--- src/halt_wake_regs.vh ---
/*
 * constants for the halt wake status flag block: status bit positions,
 * instruction operands and reset values.
 * assumes the core decodes instructions and pulses the matching strobes.
 */
// How it works
// - three four-bit status registers, core readable
// - zero indicator set one cycle after accumulator zero
// - carry takes alu carry, or memory load
// - pin-2 gated count end sets flag 12
// - pin-1 gated count end sets flag 11
// - gate-wake instruction again clears flags 11, 12
// - arith status: carry, zero, gate12, gate11
// - port d change sets its wake flag
// - port c change sets its wake flag
// - summary flag is or of wake flags 4, 5, 6, 7, 9, 10
// - halt refused while any wake flag set
// - set/reset flag op 2h drives backup indicator
// - status 2: port d, summary, port c, backup
// - int edge request with enable 2 sets flag 4
// - clearing request 2 or enable 2 clears flag 4
// - timer underflow with enable 1 sets flag 5
// - clearing request 1 or enable 1 clears flag 5
// - prescaler overflow with enable 3 sets flag 7
// - status 3: flag 7, stage 15, flag 5, flag 4
`ifndef HALT_WAKE_REGS_VH
`define HALT_WAKE_REGS_VH

`define NIBBLE_W 4
`define NIBBLE_ZERO 4'h0
`define BACKUP_OPERAND 4'h2

`define ST1_CARRY 3
`define ST1_ZERO 2
`define ST1_GATE12 1
`define ST1_GATE11 0

`define ST2_PORT_D 3
`define ST2_SUMMARY 2
`define ST2_PORT_C 1
`define ST2_BACKUP 0

`define ST3_WAKE7 3
`define ST3_STAGE15 2
`define ST3_WAKE5 1
`define ST3_WAKE4 0

`define HR_TIMER 0
`define HR_INT 1
`define HR_PRESC 2
`define HR_N 3

`define GW_FIRST 0
`define GW_SECOND 1
`define PW_PORT_C 0
`define PW_PORT_D 1

`define SYNC_ARM_W 3

`endif

--- src/wake_sticky.v ---
/*
 * one sticky wake flag: set by a source event under its enable, cleared
 * by the instruction that clears its request or enable.
 * assumes event and clear are single-cycle strobes on sys_clk.
 */
`timescale 1ns/10ps
`include "halt_wake_regs.vh"
module wake_sticky (
    input wire sys_clk,
    input wire nrst,
    input wire enable,
    input wire set_evt,
    input wire clr_evt,
    output reg flag_q
);
    // set wins over a clear in the same cycle so no event is lost
    always @(posedge sys_clk) begin
        if (!nrst) begin
            flag_q <= 1'b0;
        end else if (set_evt && enable) begin
            flag_q <= 1'b1;
        end else if (clr_evt || !enable) begin
            flag_q <= 1'b0;
        end
    end
endmodule

--- src/halt_wake_status_flags.v ---
/*
 * status flag logic for halt release sources, carry/zero and backup mode.
 * assumes the core presents one-cycle instruction strobes with operands
 * on sys_clk; pins are asynchronous and synchronised here.
 */
`timescale 1ns/10ps
`include "halt_wake_regs.vh"
module halt_wake_status_flags (
    input wire sys_clk,
    input wire nrst,
    input wire [3:0] accumulator,
    input wire alu_carry_we,
    input wire alu_carry,
    input wire load_carry_op,
    input wire [3:0] load_carry_data,
    input wire gate_wake_instruction,
    input wire [1:0] gate_wake_operand,
    input wire gate_by_first_pin,
    input wire gate_by_second_pin,
    input wire first_counter_input_pin,
    input wire second_counter_input_pin,
    input wire port_wake_instruction,
    input wire [1:0] port_wake_operand,
    input wire [3:0] port_c,
    input wire [3:0] port_d,
    input wire set_flag_op,
    input wire reset_flag_op,
    input wire [3:0] flag_operand,
    input wire int_pin,
    input wire int_rising,
    input wire first_timer_underflow,
    input wire prescaler_overflow,
    input wire prescaler_stage_15,
    input wire request_clear_op,
    input wire [2:0] request_clear_mask,
    input wire enable_set_op,
    input wire [2:0] enable_set_value,
    input wire halt_req,
    input wire wake_6_in,
    input wire wake_9_in,
    input wire wake_10_in,
    output reg [3:0] arith_and_gate_wake_status,
    output reg [3:0] port_and_backup_wake_status,
    output reg [3:0] wake_status_three,
    output wire halt_grant,
    output wire backup_mode
);
    reg carry_q;
    reg zero_q;
    reg backup_q;
    reg gate11_q;
    reg gate12_q;
    reg pc_q;
    reg pd_q;
    reg [1:0] gate_en_q;
    reg [1:0] port_en_q;
    reg [2:0] hr_en_q;
    reg [2:0] hr_req_q;
    reg [1:0] cx1_s;
    reg [1:0] cx2_s;
    reg [1:0] int_s;
    reg [3:0] pc_s0;
    reg [3:0] pc_s1;
    reg [3:0] pc_s2;
    reg [3:0] pd_s0;
    reg [3:0] pd_s1;
    reg [3:0] pd_s2;
    reg cx1_d;
    reg cx2_d;
    reg int_d;
    reg ph_s0;
    reg ph_s1;
    reg [`SYNC_ARM_W-1:0] arm_q;
    wire armed;
    wire w4;
    wire w5;
    wire w7;
    wire summary;
    wire [2:0] hr_evt;
    wire [2:0] hr_clr;
    wire int_edge;
    wire gate11_end;
    wire gate12_end;
    wire pc_change;
    wire pd_change;
    wire any_flag;

    // one compare shared by the set and reset flag decodes
    function is_backup_op;
        input [3:0] operand;
        begin
            is_backup_op = (operand == `BACKUP_OPERAND);
        end
    endfunction

    // two-flop synchronisers; first stage feeds only the second
    always @(posedge sys_clk) begin
        if (!nrst) begin
            cx1_s <= 2'h0;
            cx2_s <= 2'h0;
            int_s <= 2'h0;
            pc_s0 <= 4'h0;
            pc_s1 <= 4'h0;
            pd_s0 <= 4'h0;
            pd_s1 <= 4'h0;
            ph_s0 <= 1'b0;
            ph_s1 <= 1'b0;
        end else begin
            cx1_s <= {cx1_s[0], first_counter_input_pin};
            cx2_s <= {cx2_s[0], second_counter_input_pin};
            int_s <= {int_s[0], int_pin};
            pc_s0 <= port_c;
            pc_s1 <= pc_s0;
            pd_s0 <= port_d;
            pd_s1 <= pd_s0;
            ph_s0 <= prescaler_stage_15;
            ph_s1 <= ph_s0;
        end
    end

    // delayed copies of the pin syncs for edge detection
    always @(posedge sys_clk) begin
        if (!nrst) begin
            cx1_d <= 1'b0;
            cx2_d <= 1'b0;
            int_d <= 1'b0;
        end else begin
            cx1_d <= cx1_s[1];
            cx2_d <= cx2_s[1];
            int_d <= int_s[1];
        end
    end

    // delayed copies of the port syncs for change detection
    always @(posedge sys_clk) begin
        if (!nrst) begin
            pc_s2 <= 4'h0;
            pd_s2 <= 4'h0;
        end else begin
            pc_s2 <= pc_s1;
            pd_s2 <= pd_s1;
        end
    end

    // sync stages start at zero, so a pin idling high would look like
    // an edge or change; hold detection off until both sides are real
    always @(posedge sys_clk) begin
        if (!nrst) begin
            arm_q <= {`SYNC_ARM_W{1'b0}};
        end else begin
            arm_q <= {arm_q[`SYNC_ARM_W-2:0], 1'b1};
        end
    end
    assign armed = arm_q[`SYNC_ARM_W-1];

    // edge polarity is a build-time strap, so a plain input suffices
    assign int_edge = armed & (int_rising ? (int_s[1] & ~int_d) :
                               (~int_s[1] & int_d));

    // end of the control pulse is its falling edge
    assign gate11_end = cx1_d & ~cx1_s[1];
    assign gate12_end = cx2_d & ~cx2_s[1];
    // any bit of the nibble moving counts as a change
    assign pc_change = armed & (pc_s1 != pc_s2);
    assign pd_change = armed & (pd_s1 != pd_s2);

    // a memory load beats an alu write in the same cycle
    always @(posedge sys_clk) begin
        if (!nrst) begin
            carry_q <= 1'b0;
        end else if (load_carry_op) begin
            carry_q <= load_carry_data[`ST1_CARRY];
        end else if (alu_carry_we) begin
            carry_q <= alu_carry;
        end
    end

    // registered, so it trails the accumulator by one cycle
    always @(posedge sys_clk) begin
        if (!nrst) begin
            zero_q <= 1'b1;
        end else begin
            zero_q <= (accumulator == `NIBBLE_ZERO);
        end
    end

    // backup indicator follows the set and reset flag ops
    always @(posedge sys_clk) begin
        if (!nrst) begin
            backup_q <= 1'b0;
        end else if (set_flag_op && is_backup_op(flag_operand)) begin
            backup_q <= 1'b1;
        end else if (reset_flag_op && is_backup_op(flag_operand)) begin
            backup_q <= 1'b0;
        end
    end

    // enables are rewritten whole by each instruction
    always @(posedge sys_clk) begin
        if (!nrst) begin
            gate_en_q <= 2'h0;
        end else if (gate_wake_instruction) begin
            gate_en_q <= gate_wake_operand;
        end
    end

    // port enables: bit 0 port c, bit 1 port d
    always @(posedge sys_clk) begin
        if (!nrst) begin
            port_en_q <= 2'h0;
        end else if (port_wake_instruction) begin
            port_en_q <= port_wake_operand;
        end
    end

    // a pulse ending in the reissue cycle still sets the flag
    always @(posedge sys_clk) begin
        if (!nrst) begin
            gate11_q <= 1'b0;
        end else if (gate_en_q[`GW_FIRST] && gate_by_first_pin &&
                     gate11_end) begin
            gate11_q <= 1'b1;
        end else if (gate_wake_instruction) begin
            gate11_q <= 1'b0;
        end
    end

    // same for the second counter pin
    always @(posedge sys_clk) begin
        if (!nrst) begin
            gate12_q <= 1'b0;
        end else if (gate_en_q[`GW_SECOND] && gate_by_second_pin &&
                     gate12_end) begin
            gate12_q <= 1'b1;
        end else if (gate_wake_instruction) begin
            gate12_q <= 1'b0;
        end
    end

    // port flags: a change in the reissue cycle still sets
    always @(posedge sys_clk) begin
        if (!nrst) begin
            pd_q <= 1'b0;
        end else if (port_en_q[`PW_PORT_D] && pd_change) begin
            pd_q <= 1'b1;
        end else if (port_wake_instruction) begin
            pd_q <= 1'b0;
        end
    end

    always @(posedge sys_clk) begin
        if (!nrst) begin
            pc_q <= 1'b0;
        end else if (port_en_q[`PW_PORT_C] && pc_change) begin
            pc_q <= 1'b1;
        end else if (port_wake_instruction) begin
            pc_q <= 1'b0;
        end
    end

    // request bits: timer, interrupt pin, prescaler
    assign hr_evt = {prescaler_overflow, int_edge, first_timer_underflow};
    assign hr_clr = request_clear_op ? request_clear_mask : 3'h0;

    // halt release enables
    always @(posedge sys_clk) begin
        if (!nrst) begin
            hr_en_q <= 3'h0;
        end else if (enable_set_op) begin
            hr_en_q <= enable_set_value;
        end
    end

    // set wins, so an event racing a clear is not lost
    always @(posedge sys_clk) begin
        if (!nrst) begin
            hr_req_q <= 3'h0;
        end else begin
            hr_req_q <= (hr_req_q & ~hr_clr) | hr_evt;
        end
    end

    // a wake flag mirrors request-and-enable; clear of either clears it
    genvar i;
    wire [2:0] wake_v;
    generate
        for (i = 0; i < `HR_N; i = i + 1) begin : g_wake
            wake_sticky u_wake (
                .sys_clk(sys_clk),
                .nrst(nrst),
                .enable(hr_en_q[i]),
                .set_evt(hr_evt[i] | (hr_req_q[i] & ~hr_clr[i])),
                .clr_evt(hr_clr[i]),
                .flag_q(wake_v[i])
            );
        end
    endgenerate
    // flag order follows the request bit map
    assign w5 = wake_v[`HR_TIMER];
    assign w4 = wake_v[`HR_INT];
    assign w7 = wake_v[`HR_PRESC];

    // flags 6, 9 and 10 come from outside this block
    assign summary = w4 | w5 | wake_6_in | w7 | wake_9_in | wake_10_in;

    // every start condition flag held here blocks halt
    assign any_flag = summary | pc_q | pd_q |
                      gate11_q | gate12_q;
    // halt refused while any wake flag stands
    assign halt_grant = halt_req & ~any_flag;
    assign backup_mode = backup_q;

    // registered views for the core's move instructions
    always @(posedge sys_clk) begin
        if (!nrst) begin
            arith_and_gate_wake_status <= 4'h0;
        end else begin
            arith_and_gate_wake_status <= {carry_q, zero_q,
                                           gate12_q, gate11_q};
        end
    end

    // summary rides in the middle of the port flags
    always @(posedge sys_clk) begin
        if (!nrst) begin
            port_and_backup_wake_status <= 4'h0;
        end else begin
            port_and_backup_wake_status <= {pd_q, summary,
                                            pc_q, backup_q};
        end
    end

    // stage 15 is shown as synchronised, three cycles late
    always @(posedge sys_clk) begin
        if (!nrst) begin
            wake_status_three <= 4'h0;
        end else begin
            wake_status_three <= {w7, ph_s1, w5, w4};
        end
    end
endmodule

--- config.mk ---
export PLATFORM = sky130hd
export DESIGN_NAME = halt_wake_status_flags
export DESIGN_NICKNAME = d
export VERILOG_FILES = /design/src/wake_sticky.v /design/src/halt_wake_status_flags.v
export VERILOG_INCLUDE_DIRS = /design/src
export SDC_FILE = /design/constraint.sdc
export NUM_CORES = 1
export LEC_CHECK = 0
export ABC_AREA = 1
export CORE_ASPECT_RATIO = 0.7
export CORE_MARGIN = 2
export CORE_UTILIZATION = 35
export CTS_BUF_LIST = sky130_fd_sc_hd__clkbuf_16
export CTS_CLUSTER_SIZE = 30
export DETAILED_ROUTE_END_ITERATION = 16
export DONT_BUFFER_PORTS = 1
export SYNTH_ARGS = -nofsm -noshare
export SYNTH_HDL_FRONTEND = slang
export SYNTH_SLANG_ARGS = --single-unit
--- constraint.sdc ---
create_clock -name sys_clk -period 0.8 [get_ports sys_clk]
set_input_delay 0.08 -clock sys_clk [delete_from_list [all_inputs] [get_ports sys_clk]]
set_output_delay 0.08 -clock sys_clk [all_outputs]
set_load 0.05 [all_outputs]
==> impl_metrics.toml <==
[outcome]
run_status = "complete, but fails checks"
failed_checks = "negative hold slack, negative setup slack"

[global_routing]
antenna_found_initial = 0
global_route.overflow_total = 0
grt_pass1_wl_um = 7100
grtUsageTotal_pct = 13.14
grt_pass1_vias = 1591
grt_start_max_net_pins = 63

[clocking]
postCtsSetupRepairBufs = 0
cts.path.max_buffers = 2
clockRootBuffer = "clkbuf_16"
ctsHtreeMaxLevel = 3
clock_pin_slew_reported_for_the_worst_setup_and_hold_paths_after_clock_tree_synthesis_ns = 0.06
worst_skew_pair.late_latency_ns = 0.33
cts-buffers-inserted = 9
tritoncts = "built"
numClockSinks = 70

[yosys]
syn_inst = 297
synth_edf_count = 0
synth_seq_area_share_pct = 59.73
synth.top_cell.area_share_pct = 59.73
yosys_warnings = 0
postSynthAreaPerCell_um2 = 7.899
post_synth_num_cell_types = 20
number_of_register_bits_inferred_by_synthesis = 70
ys_top_cells_by_count = "84 x nand2_1, 70 x dfxtp_1, 63 x inv_1, 36 x nor2_1, 8 x o21ai_0"
synth-async-reset-ratio_pct = 0
yosysMostFrequentCell = "nand2_1"
syn-cell-area_um2 = 2346
syn_nets = 351
postSynth.topFlopCell = "dfxtp_1"
synth_area_leader_cell = "dfxtp_1"
synth.top_cells.by_area = "dfxtp_1 60%, nand2_1 13%, inv_1 10%, nor2_1 5.8%, o21ai_0 1.7%"

[critical_path]
crit_path_end = "halt_grant"
critical_path.max_fanout = 2
startpoint_type = "register"
worst-r2r-setup-slack_ns = -0.06
worst-setup-path-type = "register to primary output"
reg_to_reg_endpoint = "pc_q$_SDFFE_PN0P_"
cp-startpoint = "gate12_q$_SDFFE_PN0P_"
critPathArrivalTime_ns = 1.26
worst_r2r_startpoint = "pc_s1[0]$_SDFF_PN0_"
setup.worst_path.end_class = "primary output"
critical_path_required_ns = 0.72
worst-r2r-cell-count = 7

[routing]
routed_wire_length_um = 4451
drc = 0
detail_route.first_pass.iterations = 4
vias_per_cell = 4.053
num_vias = 1820
detail-route-antenna-nets = 0
routed_wire_length_per_instance_um = 9.913
drt_iter0_markers = 39

[sta]
slew_limit_headroom_pct = 82.11
unrepaired_setup_endpoints_after_global_routing = "true"
worst_pin_slew_ns = 0.2675
timing.final.setup_violations = 16
final-hold-violation-count = 53
post-route-period-util_pct = 167.2
setup_ws_ns = -0.5375
finalHoldWorstSlack_ns = -0.2058
clock-skew-final_ns = 0.005454
timing.final.crit_period_ns = 1.337
max_slew_violations = 0
max_freq_mhz = 747.7

[floorplanning]
initial_utilization_pct = 36.85
ioPinCount = 68
die-area_um2 = 7384
placement_rows = 24
horiz_die_dim_um = 101.9
fp.coreArea_um2 = 6366
die_y_um = 72.50

[place]
placement.setup.worst_slack_ns = -0.2725
io_buffer_count = 0
dp_cells = 398
place_congestion = 0.6789
standard_cell_area_after_detailed_placement_um2 = 2714
hpwl_um = 2732

[min_path]
worstHoldPathType = "input port to register"
min_delay_path_depth = 0

[pwr]
power.density_nw_per_um2 = 2313
p_leak_nw = 1.833
worst_ir_drop_vdd_uv = 1197
finalPower_mw = 8.022

[layout]
layout-drive-gt1-share_pct = 22.63
num_antenna_cells = 0
area.growth.synth_to_final_pct = 47.84
design.final.nets = 408
design_area_um2 = 3468
layout.core_utilization_pct = 54.48
final_cells = 449

[run]
max-cap-violations = 0
==> cells in the final DEF, fill, tap and decap left out, types with 2 or more instances in the layout <==
cell type / netlist / final
dlygate4sd3_1: 0 / 33
nand3_1: 5 / 3
o21ai_0: 8 / 7
nand2_2: 1 / 5
inv_1: 63 / 63
xor2_1: 2 / 2
clkinvlp_4: 0 / 4
nor2_1: 36 / 30
nor2_2: 2 / 7
buf_12: 0 / 13
a21oi_1: 5 / 2
nand2_1: 84 / 80
o21ai_1: 1 / 2
o211ai_1: 2 / 2
a21oi_2: 0 / 3
inv_2: 5 / 5
nand3_2: 0 / 2
nand4_1: 2 / 2
clkbuf_16: 0 / 9
dfxtp_2: 0 / 26
dfxtp_1: 70 / 44
dlymetal6s4s_1: 0 / 3
buf_6: 2 / 2
o31ai_1: 2 / 2
==> final cells by class <==
class                      instances  area, um^2
clock buffer                       9       225.2
inverter                          68       255.2
sequential                        70        1434
fill                             570        2898
clock inverter                     6       63.81
timing repair buffer              53       673.1
tap                               91       113.9
multi-input combinational        152       703.2
==> logic make-up after synthesis <==
family          count (synthesis)  share of synthesized area, %
compound gates                 18                         4.266
xor+xnor                        2                        0.7468
buf+inv                        75                         13.12
flops                          70                         59.73
simple gates                  132                         22.13
==> per-stage QoR <==
step | setup TNS, ns | hold WS (ns)
4_1_cts | -2.011 | -0.2304
2_1_floorplan | -0.3506 | 0.1077
5_1_grt | -2.351 | -0.2352
6_report | -1.567 | -0.2058
3_3_place_gp | -0.3288 | 0.1143
3_5_place_dp | -0.4290 | 0.1136
==> state kept, by name, summed over array words and instances (netlist names), 3 cells and up <==
signal	count
arith_and_gate_wake_status	4
arm_q	3
g_wake.u_wake.flag_q	3
hr_en_q	3
hr_req_q	3
pc_s0	4
pc_s1	4
pc_s2	4
pd_s0	4
pd_s1	4
pd_s2	4
port_and_backup_wake_status	4
wake_status_three	4
==> critical path, cell delays in order, from the launching register on <==
cell and delay (ns):
dfxtp_1 0.31, nor2_1 0.10, nand2_1 0.08, nor4_4 0.26, buf_12 0.18
==> routing by layer <==
metal	global-route usage [%]	vias to the layer above	wire length, um	part of all wire (%)
met2	19.59	56	1951	44
met1	15.17	778	2049	46
met4	5.333	0	79	1.8
met5	0	-	0	0
li1	-	977	-	-
met3	8.285	9	370	8.3
==> report_power, final <==
group          leakage, nW  total (mW)  internal [mW]  switching (mW)
clock                0.127        3.79           2.38            1.41
sequential           0.587        3.70           3.64          0.0640
combinational         1.12       0.530          0.289           0.240
==> repair_timing <==
item                                    4_1_cts  5_1_grt
endpoints found under the hold margin        70       55
hold buffers                                 34        2
gates cloned                                  0        0
gates resized for setup                      25       24
pin swaps                                     8       13
endpoints found under the setup margin       18       24
==> worst min path at each step <==
stage,startpoint,to,slack (ns)
after global placement,nrst,arm_q[0]$_DFF_P_,0.11
after detailed placement,nrst,arm_q[0]$_DFF_P_,0.11
final,nrst,arm_q[0]$_DFF_P_,-0.21
after floorplan,nrst,arm_q[0]$_DFF_P_,0.11
after global routing,nrst,arm_q[0]$_DFF_P_,-0.24
after CTS,nrst,arm_q[0]$_DFF_P_,-0.23
No activity file was read; power rests on OpenSTA's default activity.
